**config.mk**
```make
export PLATFORM = sky130hd
export DESIGN_NAME = endpoint_buffer_byte_counts
export DESIGN_NICKNAME = d
export VERILOG_FILES = /design/src/hw/count_bank_pkg.sv /design/src/hw/endpoint_buffer_byte_counts.sv
export SDC_FILE = /design/constraint.sdc
export NUM_CORES = 1
export LEC_CHECK = 0
export BUFFER_PORTS_ARGS = -buffer_cell sky130_fd_sc_hd__clkbuf_2
export CORE_MARGIN = 1.5
export CORE_UTILIZATION = 50
export CTS_CLUSTER_DIAMETER = 50
export CTS_CLUSTER_SIZE = 25
export DETAILED_ROUTE_END_ITERATION = 10
export PLACE_DENSITY = 0.89
export SLEW_MARGIN = 20
export SYNTH_ARGS = -nofsm -noshare
export SYNTH_HDL_FRONTEND = slang
export SYNTH_SLANG_ARGS = --single-unit
export TNS_END_PERCENT = 10
```
**constraint.sdc**
```tcl
create_clock -name clk -period 2.4 [get_ports clk]
set_clock_uncertainty 0.2 [all_clocks]
set_input_delay 0.48 -clock clk [delete_from_list [all_inputs] [get_ports clk]]
set_output_delay 0.48 -clock clk [all_outputs]
set_load 0.01 [all_outputs]
```
**src/hw/count_bank_pkg.sv**
```systemverilog
package count_bank_pkg;
  // Register indices; byte address is four times the index
  localparam logic [7:0] IDX_BULK_EP_CTL = 8'hb4;
  localparam logic [7:0] IDX_CTL_EP_RX_COUNT = 8'hb5;
  localparam logic [7:0] IDX_CTL_EP_TX_COUNT = 8'hb6;
  localparam logic [7:0] IDX_INT_EP_RX_COUNT = 8'hb7;
  localparam logic [7:0] IDX_INT_EP_TX_COUNT = 8'hc7;
  localparam logic [7:0] IDX_BULK_A_WR_HIGH = 8'hce;
  localparam logic [7:0] IDX_BULK_A_WR_LOW = 8'hcf;
  localparam logic [7:0] IDX_BULK_B_WR_HIGH = 8'hd1;
  localparam logic [7:0] IDX_BULK_B_WR_LOW = 8'hd2;
  localparam logic [7:0] IDX_BULK_A_RD_HIGH = 8'hd3;
  localparam logic [7:0] IDX_BULK_A_RD_LOW = 8'hd4;
  localparam logic [7:0] IDX_BULK_BUF_CTL = 8'he0;
  localparam logic [7:0] IDX_CTL_EP_TX_CONTROL = 8'he1;
  localparam logic [7:0] IDX_INT_EP_TX_CONTROL = 8'he2;

  // Address decode fields
  localparam int IDX_LSB = 2;
  localparam int IDX_MSB = 9;
  localparam int UPPER_LSB = 10;

  // Field positions
  localparam int SMALL_FLAG_BIT = 6;
  localparam int BULK_FLAG_BIT = 1;
  localparam int COUNT_BIT_NINE_POS = 0;
  localparam int STALL_BIT = 2;
  localparam int RD_SEL_BIT = 4;
  localparam int ENABLE_BIT = 0;
  localparam int WR_SEL_BIT = 5;
  localparam int WR_VALID_BIT = 6;
  localparam int RD_VALID_BIT = 1;
  localparam int DIR_BIT = 7;
  localparam int TX_TRIGGER_BIT = 0;

  // Widths
  localparam int SRAM_AW = 11;
  localparam int SMALL_W = 7;
  localparam int BULK_W = 10;

  // Buffer base addresses in SRAM
  localparam logic [10:0] CTL_RX_BASE = 11'h000;
  localparam logic [10:0] CTL_TX_BASE = 11'h040;
  localparam logic [10:0] INT_RX_BASE = 11'h080;
  localparam logic [10:0] INT_TX_BASE = 11'h0c0;
  localparam logic [10:0] BULK_A_BASE = 11'h100;
  localparam logic [10:0] BULK_B_BASE = 11'h300;

  // Reset values
  localparam logic [6:0] SMALL_RESET = 7'h00;
  localparam logic [9:0] BULK_RESET = 10'h000;
  localparam logic [7:0] BYTE_RESET = 8'h00;
  localparam logic [31:0] WORD_ZERO = 32'h0000_0000;

  // Bus encodings
  localparam logic [1:0] HRESP_OKAY = 2'h0;

  // Bus slave phases, gray along idle-write-read
  typedef enum logic [1:0] {
    PH_IDLE = 2'h0,
    PH_WRITE = 2'h1,
    PH_READ = 2'h3
  } bus_phase_t;
endpackage : count_bank_pkg

```
**src/hw/endpoint_buffer_byte_counts.sv**
```systemverilog
`timescale 1ns/1ps
// Overview of operation
// - Stall bit 2 stalls both bulk endpoint directions together.
// - Host clearing stall in either direction clears both directions.
// - Bulk endpoint control bit 3 is reserved and reads zero.
// - Control endpoint receive count read-only: bit 6 full, bits 5..0 length.
// - Receive counts load only at transfer end from final SRAM address.
// - Firmware programs control transmit length; device sends it from 0x0040.
// - Zero transmit count with trigger set sends a zero-length packet.
// - Interrupt endpoint receive count read-only, data from 0x0080.
// - SETUP on control endpoint clears interrupt endpoint receive count.
// - Interrupt endpoint transmit count writable, packet fetched from 0x00C0.
// - Bulk buffer A written count: nine bits plus 512 flag, read-only.
// - Bulk buffer B written count: same layout, read-only, data from 0x0300.
// - Reserved bits of count registers always read zero.
// - Buffer A read count high: bit 0 count bit nine, bit 1 full.
// - Selecting write buffer A or B clears that buffer's written counts.
// - Buffer A read count low bits writable, packet from 0x0100.
module endpoint_buffer_byte_counts (
  input wire logic clk,
  input wire logic rst_b,
  input wire logic hsel,
  input wire logic [31:0] haddr,
  input wire logic [1:0] htrans,
  input wire logic hwrite,
  input wire logic [2:0] hsize,
  input wire logic [31:0] hwdata,
  input wire logic hready,
  output logic hreadyout,
  output logic [1:0] hresp,
  output logic [31:0] hrdata,
  input wire logic [10:0] sie_end_addr,
  input wire logic ctl_rx_done,
  input wire logic int_rx_done,
  input wire logic bulk_wr_done,
  input wire logic setup_rx,
  input wire logic ctl_tx_done,
  input wire logic int_tx_done,
  input wire logic stall_set,
  input wire logic stall_clear_rx,
  input wire logic stall_clear_tx,
  input wire logic bulk_enabled,
  output logic ctl_tx_start,
  output logic [6:0] ctl_tx_len,
  output logic int_tx_start,
  output logic [6:0] int_tx_len,
  output logic bulk_rd_start,
  output logic bulk_rd_buffer,
  output logic [9:0] bulk_rd_len,
  output logic bulk_wr_buffer,
  output logic bulk_dir,
  output logic bulk_stall
);

  count_bank_pkg::bus_phase_t phase;
  logic [7:0] cur_idx;
  logic cur_hit;
  logic take;
  logic wr_strobe;
  logic [7:0] wbyte;
  logic [7:0] rd_byte;
  logic [6:0] ctl_rx;
  logic [6:0] int_rx;
  logic [6:0] ctl_tx;
  logic [6:0] int_tx;
  logic [9:0] a_wr;
  logic [9:0] b_wr;
  logic [1:0] a_rd_high;
  logic [7:0] a_rd_low;
  logic ctl_trig;
  logic int_trig;
  logic rd_sel;
  logic stall_write;
  logic stall_clear;
  logic wr_sel_write;
  logic [9:0] bulk_offset;

  // Offset of the buffer end from its base
  function automatic logic [9:0] buf_offset(input logic [10:0] end_addr, input logic [10:0] base);
    logic [10:0] diff;
    diff = end_addr - base;
    return diff[9:0];
  endfunction : buf_offset

  // Write strobe aimed at one register
  function automatic logic wr_to(input logic strobe, input logic [7:0] idx, input logic [7:0] target);
    return strobe && (idx == target);
  endfunction : wr_to

  // Small count from a byte; full flag forces the length bits to zero
  function automatic logic [6:0] small_count(input logic [7:0] b);
    return b[count_bank_pkg::SMALL_FLAG_BIT] ? 7'h40 : {1'b0, b[5:0]};
  endfunction : small_count

  // Address phase acceptance
  assign take = hsel && hready && htrans[1];
  assign wr_strobe = (phase == count_bank_pkg::PH_WRITE) && cur_hit;
  assign wbyte = hwdata[7:0];

  // Bus phase tracking; reads take one wait state
  always_ff @(posedge clk or negedge rst_b) begin
    if (!rst_b) begin
      phase <= count_bank_pkg::PH_IDLE;
      hreadyout <= 1'b1;
    end else begin
      unique case (phase)
        count_bank_pkg::PH_IDLE, count_bank_pkg::PH_WRITE: begin
          if (take) begin
            phase <= hwrite ? count_bank_pkg::PH_WRITE : count_bank_pkg::PH_READ;
            hreadyout <= hwrite;
          end else begin
            phase <= count_bank_pkg::PH_IDLE;
          end
        end
        count_bank_pkg::PH_READ: begin
          phase <= count_bank_pkg::PH_IDLE;
          hreadyout <= 1'b1;
        end
      endcase
    end
  end

  // Captured address; only aligned word addresses below 0x400 hit, mapped or not
  always_ff @(posedge clk or negedge rst_b) begin
    if (!rst_b) begin
      cur_idx <= count_bank_pkg::BYTE_RESET;
      cur_hit <= 1'b0;
    end else if (take) begin
      cur_idx <= haddr[count_bank_pkg::IDX_MSB:count_bank_pkg::IDX_LSB];
      cur_hit <= (haddr[31:count_bank_pkg::UPPER_LSB] == '0) && (haddr[1:0] == 2'h0);
    end
  end

  // Response is always OKAY
  always_ff @(posedge clk or negedge rst_b) begin
    if (!rst_b) begin
      hresp <= count_bank_pkg::HRESP_OKAY;
    end else begin
      hresp <= count_bank_pkg::HRESP_OKAY;
    end
  end

  // Read multiplexer; reserved bits and unmapped addresses give zero
  always_comb begin
    rd_byte = count_bank_pkg::BYTE_RESET;
    case (cur_idx)
      count_bank_pkg::IDX_BULK_EP_CTL: rd_byte = {3'h0, rd_sel, 1'b0, bulk_stall, 1'b0, bulk_enabled};
      count_bank_pkg::IDX_CTL_EP_RX_COUNT: rd_byte = {1'b0, ctl_rx};
      count_bank_pkg::IDX_CTL_EP_TX_COUNT: rd_byte = {1'b0, ctl_tx};
      count_bank_pkg::IDX_INT_EP_RX_COUNT: rd_byte = {1'b0, int_rx};
      count_bank_pkg::IDX_INT_EP_TX_COUNT: rd_byte = {1'b0, int_tx};
      count_bank_pkg::IDX_BULK_A_WR_HIGH: rd_byte = {6'h00, a_wr[9:8]};
      count_bank_pkg::IDX_BULK_A_WR_LOW: rd_byte = a_wr[7:0];
      count_bank_pkg::IDX_BULK_B_WR_HIGH: rd_byte = {6'h00, b_wr[9:8]};
      count_bank_pkg::IDX_BULK_B_WR_LOW: rd_byte = b_wr[7:0];
      count_bank_pkg::IDX_BULK_A_RD_HIGH: rd_byte = {6'h00, a_rd_high};
      count_bank_pkg::IDX_BULK_A_RD_LOW: rd_byte = a_rd_low;
      count_bank_pkg::IDX_BULK_BUF_CTL: rd_byte = {bulk_dir, 1'b0, bulk_wr_buffer, 5'h00};
      count_bank_pkg::IDX_CTL_EP_TX_CONTROL: rd_byte = {7'h00, ctl_trig};
      count_bank_pkg::IDX_INT_EP_TX_CONTROL: rd_byte = {7'h00, int_trig};
      default: rd_byte = count_bank_pkg::BYTE_RESET;
    endcase
  end

  // Read data registered in the wait state
  always_ff @(posedge clk or negedge rst_b) begin
    if (!rst_b) begin
      hrdata <= count_bank_pkg::WORD_ZERO;
    end else if (phase == count_bank_pkg::PH_READ) begin
      hrdata <= cur_hit ? {24'h000000, rd_byte} : count_bank_pkg::WORD_ZERO;
    end
  end

  // Control endpoint receive count, loaded only at transfer end
  always_ff @(posedge clk or negedge rst_b) begin
    if (!rst_b) begin
      ctl_rx <= count_bank_pkg::SMALL_RESET;
    end else if (ctl_rx_done) begin
      ctl_rx <= 7'(buf_offset(sie_end_addr, count_bank_pkg::CTL_RX_BASE));
    end
  end

  // Interrupt endpoint receive count; a finishing transfer wins over SETUP
  always_ff @(posedge clk or negedge rst_b) begin
    if (!rst_b) begin
      int_rx <= count_bank_pkg::SMALL_RESET;
    end else if (int_rx_done) begin
      int_rx <= 7'(buf_offset(sie_end_addr, count_bank_pkg::INT_RX_BASE));
    end else if (setup_rx) begin
      int_rx <= count_bank_pkg::SMALL_RESET;
    end
  end

  // Transmit counts written by firmware
  always_ff @(posedge clk or negedge rst_b) begin
    if (!rst_b) begin
      ctl_tx <= count_bank_pkg::SMALL_RESET;
      int_tx <= count_bank_pkg::SMALL_RESET;
    end else begin
      if (wr_to(wr_strobe, cur_idx, count_bank_pkg::IDX_CTL_EP_TX_COUNT)) begin
        ctl_tx <= small_count(wbyte);
      end
      if (wr_to(wr_strobe, cur_idx, count_bank_pkg::IDX_INT_EP_TX_COUNT)) begin
        int_tx <= small_count(wbyte);
      end
    end
  end

  // Control endpoint trigger: start pulse, busy until sent; new trigger wins
  always_ff @(posedge clk or negedge rst_b) begin
    if (!rst_b) begin
      ctl_trig <= 1'b0;
      ctl_tx_start <= 1'b0;
      ctl_tx_len <= count_bank_pkg::SMALL_RESET;
    end else begin
      ctl_tx_start <= 1'b0;
      if (wr_to(wr_strobe, cur_idx, count_bank_pkg::IDX_CTL_EP_TX_CONTROL) &&
          wbyte[count_bank_pkg::TX_TRIGGER_BIT]) begin
        ctl_trig <= 1'b1;
        ctl_tx_start <= 1'b1;
        ctl_tx_len <= ctl_tx;
      end else if (ctl_tx_done) begin
        ctl_trig <= 1'b0;
      end
    end
  end

  // Interrupt endpoint trigger, same scheme
  always_ff @(posedge clk or negedge rst_b) begin
    if (!rst_b) begin
      int_trig <= 1'b0;
      int_tx_start <= 1'b0;
      int_tx_len <= count_bank_pkg::SMALL_RESET;
    end else begin
      int_tx_start <= 1'b0;
      if (wr_to(wr_strobe, cur_idx, count_bank_pkg::IDX_INT_EP_TX_CONTROL) &&
          wbyte[count_bank_pkg::TX_TRIGGER_BIT]) begin
        int_trig <= 1'b1;
        int_tx_start <= 1'b1;
        int_tx_len <= int_tx;
      end else if (int_tx_done) begin
        int_trig <= 1'b0;
      end
    end
  end

  // Stall: one flag covers both directions; any set wins over a host clear
  assign stall_write = wr_to(wr_strobe, cur_idx, count_bank_pkg::IDX_BULK_EP_CTL);
  assign stall_clear = stall_clear_rx || stall_clear_tx;
  always_ff @(posedge clk or negedge rst_b) begin
    if (!rst_b) begin
      bulk_stall <= 1'b0;
    end else if (stall_set || (stall_write && wbyte[count_bank_pkg::STALL_BIT])) begin
      bulk_stall <= 1'b1;
    end else if (stall_clear) begin
      bulk_stall <= 1'b0;
    end else if (stall_write) begin
      bulk_stall <= 1'b0;
    end
  end

  // Read buffer select with qualifier; starting A sends buffer A read count
  always_ff @(posedge clk or negedge rst_b) begin
    if (!rst_b) begin
      rd_sel <= 1'b0;
      bulk_rd_start <= 1'b0;
      bulk_rd_buffer <= 1'b0;
      bulk_rd_len <= count_bank_pkg::BULK_RESET;
    end else begin
      bulk_rd_start <= 1'b0;
      if (stall_write && wbyte[count_bank_pkg::RD_VALID_BIT]) begin
        rd_sel <= wbyte[count_bank_pkg::RD_SEL_BIT];
        bulk_rd_start <= 1'b1;
        bulk_rd_buffer <= wbyte[count_bank_pkg::RD_SEL_BIT];
        bulk_rd_len <= wbyte[count_bank_pkg::RD_SEL_BIT] ? count_bank_pkg::BULK_RESET
                                                         : {a_rd_high, a_rd_low};
      end
    end
  end

  // Buffer A read count, firmware written
  always_ff @(posedge clk or negedge rst_b) begin
    if (!rst_b) begin
      a_rd_high <= 2'h0;
      a_rd_low <= count_bank_pkg::BYTE_RESET;
    end else begin
      if (wr_to(wr_strobe, cur_idx, count_bank_pkg::IDX_BULK_A_RD_HIGH)) begin
        a_rd_high <= wbyte[count_bank_pkg::BULK_FLAG_BIT] ? 2'h2 : {1'b0, wbyte[0]};
        if (wbyte[count_bank_pkg::BULK_FLAG_BIT]) begin
          a_rd_low <= count_bank_pkg::BYTE_RESET;
        end
      end else if (wr_to(wr_strobe, cur_idx, count_bank_pkg::IDX_BULK_A_RD_LOW)) begin
        a_rd_low <= a_rd_high[count_bank_pkg::BULK_FLAG_BIT] ? count_bank_pkg::BYTE_RESET : wbyte;
      end
    end
  end

  // Direction and write buffer select; direction never moves the select
  assign wr_sel_write = wr_to(wr_strobe, cur_idx, count_bank_pkg::IDX_BULK_BUF_CTL);
  always_ff @(posedge clk or negedge rst_b) begin
    if (!rst_b) begin
      bulk_dir <= 1'b0;
      bulk_wr_buffer <= 1'b0;
    end else if (wr_sel_write) begin
      bulk_dir <= wbyte[count_bank_pkg::DIR_BIT];
      if (wbyte[count_bank_pkg::WR_VALID_BIT]) begin
        bulk_wr_buffer <= wbyte[count_bank_pkg::WR_SEL_BIT];
      end
    end
  end

  // Bulk written counts: a finishing transfer wins over the select clear
  assign bulk_offset = buf_offset(sie_end_addr, bulk_wr_buffer ? count_bank_pkg::BULK_B_BASE
                                                              : count_bank_pkg::BULK_A_BASE);
  always_ff @(posedge clk or negedge rst_b) begin
    if (!rst_b) begin
      a_wr <= count_bank_pkg::BULK_RESET;
      b_wr <= count_bank_pkg::BULK_RESET;
    end else if (bulk_wr_done) begin
      if (bulk_wr_buffer) begin
        b_wr <= bulk_offset;
      end else begin
        a_wr <= bulk_offset;
      end
    end else if (wr_sel_write && wbyte[count_bank_pkg::WR_VALID_BIT]) begin
      if (wbyte[count_bank_pkg::WR_SEL_BIT]) begin
        b_wr <= count_bank_pkg::BULK_RESET;
      end else begin
        a_wr <= count_bank_pkg::BULK_RESET;
      end
    end
  end
endmodule : endpoint_buffer_byte_counts

```
# [Word level (Yosys, flattened, before mapping)]
# Cells that the tools add are included.
# W data, S select, Z words.
[op_classes] add_sub_neg=2 eq_ne=21 muxes=35 n_reduce_logical=34
[ops] op="$eq A8 B8 Y1 const B" n=14
[ops] op="$pmux W8 S14" n=1
[ops] op="$mux W10" n=10
[ops] op="$mux W8" n=5
[ops] op="$logic_not A22 Y1" n=1
[ops] op="$mux W7" n=3
[ops] op="$logic_and A1 B1 Y1" n=17
[ops] op="$reduce_bool A2 Y1" n=6
[ops] op="$mux W1" n=11
[ops] op="$sub A10 B10 Y10" n=1
[ops] op="$sub A7 B1 Y7 const B" n=1
[ops] op="$mux W2" n=3
[ops] op="$ne A2 B2 Y1 const B" n=3
[ops] op="$reduce_and A3 Y1" n=2
[ops] op="$logic_not A2 Y1" n=2
[ops] op="$ne A2 B1 Y1 const B" n=2
[ops] op="$pmux W2 S2" n=1
[ops] op="$reduce_and A2 Y1" n=2
[ops] op="$reduce_bool A3 Y1" n=1
[ops] op="$eq A2 B1 Y1 const B" n=1
[ops] op="$eq A2 B2 Y1 const B" n=1
[ops] op="$logic_or A1 B1 Y1" n=2
[ops] op="$pmux W1 S2" n=1
[ops] op="$reduce_or A2 Y1" n=1
[word_totals] regBits=135 inputBits=95 output_inout_bits=66 word_cells=117

# [Logic depth before layout (Yosys ltp)]
# Gate-level depths: netlist (run 1).
[depth] ltp_word=6 mapped_depth=8 mapped_depth_nobuf=5

# [Least setup slack after synthesis (run 1)]
# Ideal clock, no wire load.
[synth_timing] kind="register to register" startpoint="reg cur_idx[4]" endpoint="reg a_wr[0]" setup_time_ns=0.121 arrival_ns=1.620 required_time_ns=2.079 setup_slack_ns=0.459 stages_incl_launch_ff=8 path_buffers=2 synth_period_minus_slack_ns=1.941 cell_sequence="dfrtp_1 > and3b_1 > and3_1 > buf_2 > nand3_1 > o31a_1 > buf_2 > a22o_1"
[synth_via] elab_chain_len=5
[synth_rtl] item="start, declared" line_no="endpoint_buffer_byte_counts.sv:56" rtl="logic [7:0] cur_idx;"
[synth_rtl] item="start signal, assigned" line_no="endpoint_buffer_byte_counts.sv:126" rtl="cur_idx <= count_bank_pkg::BYTE_RESET;"
[synth_rtl] item="start signal, assigned" line_no="endpoint_buffer_byte_counts.sv:129" rtl="cur_idx <= haddr[count_bank_pkg::IDX_MSB:count_bank_pkg::IDX_LSB];"
[synth_rtl] item="$eq A8 B8 Y1" line_no="endpoint_buffer_byte_counts.sv:87" rtl="return strobe && (idx == target);"
[synth_rtl] item="$logic_and A1 B1 Y1" line_no="endpoint_buffer_byte_counts.sv:87"
[synth_rtl] item="$logic_and A1 B1 Y1" line_no="endpoint_buffer_byte_counts.sv:325" rtl="end else if (wr_sel_write && wbyte[count_bank_pkg::WR_VALID_BIT]) begin"
[synth_rtl] item="$reduce_bool A2 Y1 (no source line)"
[synth_rtl] item="$reduce_and A3 Y1 (no source line)"
[synth_rtl] item="end signal, assigned" line_no="endpoint_buffer_byte_counts.sv:317" rtl="a_wr <= count_bank_pkg::BULK_RESET;"
[synth_rtl] item="end signal, assigned" line_no="endpoint_buffer_byte_counts.sv:323" rtl="a_wr <= bulk_offset;"
[synth_rtl] item="end signal, assigned" line_no="endpoint_buffer_byte_counts.sv:329" rtl="a_wr <= count_bank_pkg::BULK_RESET;"
[synth_rtl] item="end, declared" line_no="endpoint_buffer_byte_counts.sv:66" rtl="logic [9:0] a_wr;"
# Every way passes these cells.
# A chain may end at the register's enable or synchronous reset.

# [Worst setup path in the final report (run 1)]
[layout_timing] startpoint="reg cur_idx[4]" endpoint="reg a_wr[3]"
# Same word-level chain as after synthesis.

==> results of run 1 <==
-- power by group through the flow --
stage	Sequential, µW	Combinational [µW]	Clock [µW]
4_1_cts	2030	536	1190
5_1_grt	2040	584	1260
3_5_place_dp	2060	531	0
2_1_floorplan	2040	333	0
6_report	2030	542	1170
3_3_place_gp	2060	514	0
-- stage by stage --
| step | instances | setup WS [ns] | area, µm² | total power (µW) |
|---|---|---|---|---|
| after global routing | 723 | 0.125 | 6350 | 3880 |
| after detailed placement | 707 | 0.132 | 6140 | 2590 |
| after floorplan | 495 | 0.459 | 5580 | 2370 |
| after global placement | 707 | 0.216 | 6140 | 2570 |
| after CTS | 723 | 0.0821 | 6350 | 3750 |
| final | 723 | 0.207 | 6350 | 3740 |
-- cells by family after synthesis --
group,count (synthesis),share of synthesized area
simple gates,144,0.159
flops,111,0.507
compound gates,90,0.123
mux,67,0.147
buf+inv,56,0.0618
xor+xnor,1,0.00160
other cells,1,0.000684
-- metal layers --
layer / vias up / GRT usage
met5: - / 0
met4: 0 / 0.147
met3: 44 / 0.0448
met2: 188 / 0.406
met1: 2096 / 0.327
li1: 1872 / -
-- flip-flops by register name, indices dropped and copies added, names as in the netlist, 2 cells and up --
register	cells
a_rd_high	2
a_rd_low	8
a_wr	10
b_wr	10
bulk_rd_len	10
ctl_rx	7
ctl_tx	7
ctl_tx_len	7
cur_idx	8
hrdata	8
int_rx	7
int_tx	7
int_tx_len	7
phase	2
-- worst max-delay path, delay by kind of cell (launching register included) --
family          cells  cell delay, ns
compound gates      2            0.67
flops               1            0.47
simple gates        3            0.74
-- what timing repair did --
action | in CTS | in global routing
hold buffers | 1 | 0
resized for setup | 0 | 1
buffers inserted | 0 | 0
setup endpoints to repair | 0 | 6
hold endpoints to repair | 36 | 0
-- layout make-up --
cell class / instances / share of cell area
sequential: 111 / 0.438
timing repair buffer: 122 / 0.112
inverter: 7 / 0.00414
clock inverter: 5 / 0.00966
tap: 140 / 0.0276
clock buffer: 10 / 0.0217
multi-input combinational: 328 / 0.388
-- final timing paths --
path,to,slack [ns],depth (start not counted)
min in group asynchronous,a_rd_low[4]$_DFFE_PN0P_,0.40,2
max in group asynchronous,hreadyout$_DFFE_PN1P_,0.96,3
max,a_wr[3]$_DFFE_PN0P_,0.21,5
min,phase[1]$_DFF_PN0_,0.08,2
max reg2reg,a_wr[3]$_DFFE_PN0P_,0.21,5
min reg2reg,hrdata[5]$_DFFE_PN0P_,0.29,2
-- placed cells by master (no fill, tap or decap), types with 5 or more instances in the layout --
cell and n:
a21oi_1 6, nand2_1 47, mux2i_1 5, clkbuf_2 104, nand2b_1 17, o21ai_0 24, clkbuf_8 10, a22o_1 19
nand3_1 6, buf_4 13, inv_1 7, and3_1 6, dfrtp_1 110, conb_1 26, nor2b_1 19, nor2_1 10
a22oi_1 6, mux2_4 7, nor4_1 7, a21o_1 7, mux2_2 52
==> results_dict.tcl, run 1 <==
set metrics [dict create \
    gp_routability_congestion 0.923 \
    grt_pass1_vias 4104 \
    final_util 0.591 \
    cts_tree "built" \
    seq_power_share 0.543 \
    cts_root_buffer "clkbuf_8" \
    wl_met3_um 803 \
    power_density_nw_per_um2 589 \
    synth_top_area_cell "dfrtp_1" \
    endpoint_kind "flip-flop" \
    relSlewSlack 0.504 \
    ioPinCount 161 \
    die_w_um 108 \
    syn_to_final_growth_pct 15.8 \
    yosys-top-cells-count "dfrtp_1 (110), mux2_2 (52), nand2_1 (47), buf_4 (27), o21ai_0 (24)" \
    leakage_uw 0.00315 \
    cp.required_ns 2.48 \
    path_class "reg -> reg" \
    first_pass_iters 5 \
    ys_async_sr_fraction 1.00 \
    drcViolationCount 0 \
    p_int_uw 2690 \
    diodes 0 \
    cts_buffers 9 \
    min_from "hwrite" \
    synth_cells 470 \
    nets 674 \
    grt_remaining_overflow 0 \
    hold_class "in -> reg" \
    status "complete, no violations" \
    crit_arrival_ns 2.27 \
    rsz0062_at_grt "false" \
    drive_gt1_frac 0.369 \
    fillers 876 \
    coreArea_um2 10700 \
    cap_viol_max_count 0 \
    crit_start "cur_idx[4]$_DFFE_PN0P_" \
    holdWs_ns 0.0780 \
    detail-route-antenna-nets 0 \
    antenna_found_initial 0 \
    yosysMostFrequentCell "dfrtp_1" \
    wl_met2_mm 6.66 \
    grt_pass1_wl_mm 21.9 \
    maxSlewViolCount 0 \
    dp_hpwl_mm 10.8 \
    highest_layer "met4" \
    drt_iter0_drc 371 \
    worst_slew_pin_slew_ns 0.743 \
    die_area_um2 11600 \
    synth_area_leaders "dfrtp_1 (50%), mux2_2 (11%), buf_4 (3.7%)" \
    wl_mm 14.0 \
    worstPathCellList "and3b_1 > and3_2 > nand3_1 > o31a_1 > a22o_1" \
    start_kind "flip-flop" \
    reg2reg_from "cur_idx[4]$_DFFE_PN0P_" \
    final_hold_viol_count 0 \
    syn_avg_cell_area_um2 11.7 \
    grt_usage 0.255 \
    cp_max_fo 10 \
    switching_share 0.279 \
    fmax_mhz 456 \
    start_util 0.510 \
    power.net_switching_uw 1040 \
    htree_num_levels 3 \
    setup_tns_ns 0 \
    vias_per_cell 5.81 \
    ir_drop_mv 0.274 \
    synth.distinct_cells 59 \
    power_frac_clock 0.312 \
    multi_input_area_um2 2460 \
    synth-edff-count 0 \
    num_rows 38 \
    synth_seq_cells 111 \
    ys_seq_area_frac 0.507 \
    grt_max_degree 39 \
    ff_latch_area_um2 2780 \
    ys.flop_type "dfrtp_1" \
    yosysTopAreaCellShare 0.502 \
    clk_pin_slew_ns 0.10 \
    vias 4200 \
    portBuffers 105 \
    crit_path_top_delay_cell "dfrtp_1" \
    combPwrFrac 0.145 \
    setup_viol 0 \
    cpPeakStageDelay_ns 0.47 \
    routedLengthMet1_mm 5.99 \
    clock_latency_ns 0.40 \
    min_period_ns 2.19 \
    clk_path_buf_depth 2 \
    die_h_um 108 \
    ys_warn_count 0 \
    wl_per_cell_um 19.4 \
    netlist_area_um2 5480 \
    cts.sinks 111 \
    finalCritPeriodShare 0.914 \
]
Power figures use the tool's default switching activity.
==> run 2, diff against run 1 <==
--- a/config.mk
+++ b/config.mk
@@ -7,11 +7,11 @@
 export LEC_CHECK = 0
 export BUFFER_PORTS_ARGS = -buffer_cell sky130_fd_sc_hd__clkbuf_2
 export CORE_MARGIN = 1.5
-export CORE_UTILIZATION = 50
+export CORE_UTILIZATION = 47
 export CTS_CLUSTER_DIAMETER = 50
 export CTS_CLUSTER_SIZE = 25
 export DETAILED_ROUTE_END_ITERATION = 10
-export PLACE_DENSITY = 0.89
+export PLACE_DENSITY = 0.88
 export SLEW_MARGIN = 20
 export SYNTH_ARGS = -nofsm -noshare
 export SYNTH_HDL_FRONTEND = slang
==> constraint.sdc (replaced) <==
create_clock -name clk -period 1.95 [get_ports clk]
set_clock_uncertainty 0.2 [all_clocks]
set_input_delay 0.39 -clock clk [delete_from_list [all_inputs] [get_ports clk]]
set_output_delay 0.39 -clock clk [all_outputs]
set_load 0.01 [all_outputs]
==> run 2 against run 1 <==
Compared with the run above:
- global-route usage fell by 0.86 points
- critical endpoint is now b_wr[5]$_DFFE_PN0P_
- largest cell class unchanged
- non-clock buffer count up 48
- routed wire length grew 10%
- clock-buffer cell count unchanged
- die area grew 6.2%
- flip-flop and latch count unchanged
- the flow now finishes with violations (negative setup slack)
- clock power rose by 67%
- largest power group unchanged
==> results_dict.tcl, run 2 (synthesis results as in run 1) <==
set metrics [dict create \
    leakage_uw 0.00348 \
    grt_remaining_overflow 0 \
    final_hold_viol_count 0 \
    clk_path_buf_depth 2 \
    final_cell_mix "dfrtp_1 (105), clkbuf_2 (104), mux2_2 (52), buf_4 (51), nand2_1 (46)" \
    setup_tns_ns -0.224 \
    reg_top3 "a_wr (10), b_wr (10), bulk_rd_len (10)" \
    grt_usage 0.246 \
    cts_tree "built" \
    crit_family "compound AO/OA/AOI/OAI gates" \
    die_w_um 111 \
    worstPathCellList "buf_6 > buf_6 > nor3_4 > buf_6 > a41oi_4 > a22o_1" \
    start_util 0.480 \
    drive_gt1_frac 0.469 \
    min_to "phase[1]$_DFF_PN0_" \
    drcViolationCount 0 \
    path_buf_inv 3 \
    post-place-ws_ns -0.121 \
    diodes 0 \
    first_pass_iters 6 \
    crit_arrival_ns 2.03 \
    fmax_mhz 503 \
    finalCritPeriodShare 1.02 \
    fin_ws_ns -0.0371 \
    coreArea_um2 11400 \
    die_h_um 111 \
    grt_pass1_wl_mm 23.6 \
    cpMostUsedCell "buf_6" \
    die_area_um2 12300 \
    reg2reg_from "cur_idx[1]$_DFFE_PN0P_" \
    antenna_found_initial 0 \
    r2r_cells 6 \
    cp_max_fo 10 \
    crit_start "cur_idx[1]$_DFFE_PN0P_" \
    grt_max_degree 43 \
    cts_buffers 9 \
    vias_per_cell 5.68 \
    wl_per_cell_um 19.9 \
    worst_slew_pin_slew_ns 0.519 \
    path_class "reg -> reg" \
    nets 723 \
    gp_routability_congestion 0.884 \
    grt_pass1_vias 4283 \
    crit_path_top_delay_cell "dfrtp_2" \
    htree_num_levels 3 \
    cpPeakStageDelay_ns 0.47 \
    detail-route-antenna-nets 0 \
    min_from "hwrite" \
    endpoint_kind "flip-flop" \
    rsz0062_at_grt "true" \
    cp.required_ns 2.00 \
    power_density_nw_per_um2 755 \
    clk_pin_slew_ns 0.08 \
    drt_iter0_drc 376 \
    syn_to_final_growth_pct 29.0 \
    maxSlewViolCount 0 \
    num_rows 39 \
    reg2reg_slack_ns -0.04 \
    status "finished with violations" \
    start_kind "flip-flop" \
    ir_drop_mv 0.402 \
    cts.sinks 111 \
    min_period_ns 1.99 \
    final_common_cell "dfrtp_1" \
    wl_mm 15.5 \
    vias 4406 \
    worstReg2RegEnd "b_wr[5]$_DFFE_PN0P_" \
    dp_hpwl_mm 11.3 \
    hold_class "in -> reg" \
    cts_root_buffer "clkbuf_16" \
    relSlewSlack 0.654 \
    portBuffers 105 \
    ioPinCount 161 \
    clock_latency_ns 0.36 \
    setup_viol 13 \
    hold_depth 2 \
    cap_viol_max_count 0 \
    violations "negative setup slack" \
]
## run 2: cell types whose count changed in the layout (fill, tap and decap cells not counted), sizes merged
cell	before	now
o31a	1	2
inv	10	9
buf	17	65
clkinv	1	3
## run 2: layout make-up
class | count | area [µm²]
timing repair buffer | 170 | 1100
sequential | 111 | 2790
inverter | 7 | 26.3
tap | 143 | 179
fill | 883 | 4340
clock inverter | 6 | 77.6
clock buffer | 10 | 239
multi-input combinational | 329 | 2670
## run 2: layer usage
layer | up-vias | GRT usage | part of all wire | wire (µm)
met3 | 32 | 0.0279 | 0.059 | 916
met5 | - | 0 | 0 | 0
met1 | 2210 | 0.347 | 0.42 | 6560
li1 | 1975 | - | - | -
met2 | 189 | 0.402 | 0.49 | 7600
met4 | 0 | 0.0785 | 0.024 | 373
## run 2: where the power goes
group          total, µW  internal [µW]  switching, µW
sequential          2510           2400            113
clock               1950           1050            894
combinational        885            423            462
## run 2: worst max-delay path by stage
stage,to,slack [ns],depth (start not counted)
floorplan,a_wr[0]$_DFFE_PN0P_,0.009,7
global placement,int_tx[6]$_DFFE_PN0P_,-0.09,5
detailed placement,a_rd_low[4]$_DFFE_PN0P_,-0.12,7
CTS,a_wr[2]$_DFFE_PN0P_,-0.03,5
global route,hrdata[3]$_DFFE_PN0P_,-0.09,7
finish,b_wr[5]$_DFFE_PN0P_,-0.04,6
## run 2: repair_timing
action | CTS | global route
buffers inserted | 3 | 5
setup endpoints to repair | 63 | 65
gates cloned | 1 | 1
pin swaps | 4 | 21
hold buffers | 1 | 0
hold endpoints to repair | 35 | 0
resized for setup | 17 | 45
## run 2: stage by stage
step / instances / cell area (µm²) / utilization / total power [µW] / hold WS (ns)
final: 776 / 7080 / 0.620 / 5340 / 0.0188
after global routing: 776 / 7080 / 0.620 / 5510 / 0.0245
after CTS: 770 / 6860 / 0.601 / 5230 / 0.0174
after detailed placement: 749 / 6430 / 0.564 / 3270 / 0.196
after global placement: 749 / 6430 / 0.564 / 3240 / 0.185
after floorplan: 495 / 5580 / - / 2920 / -0.106
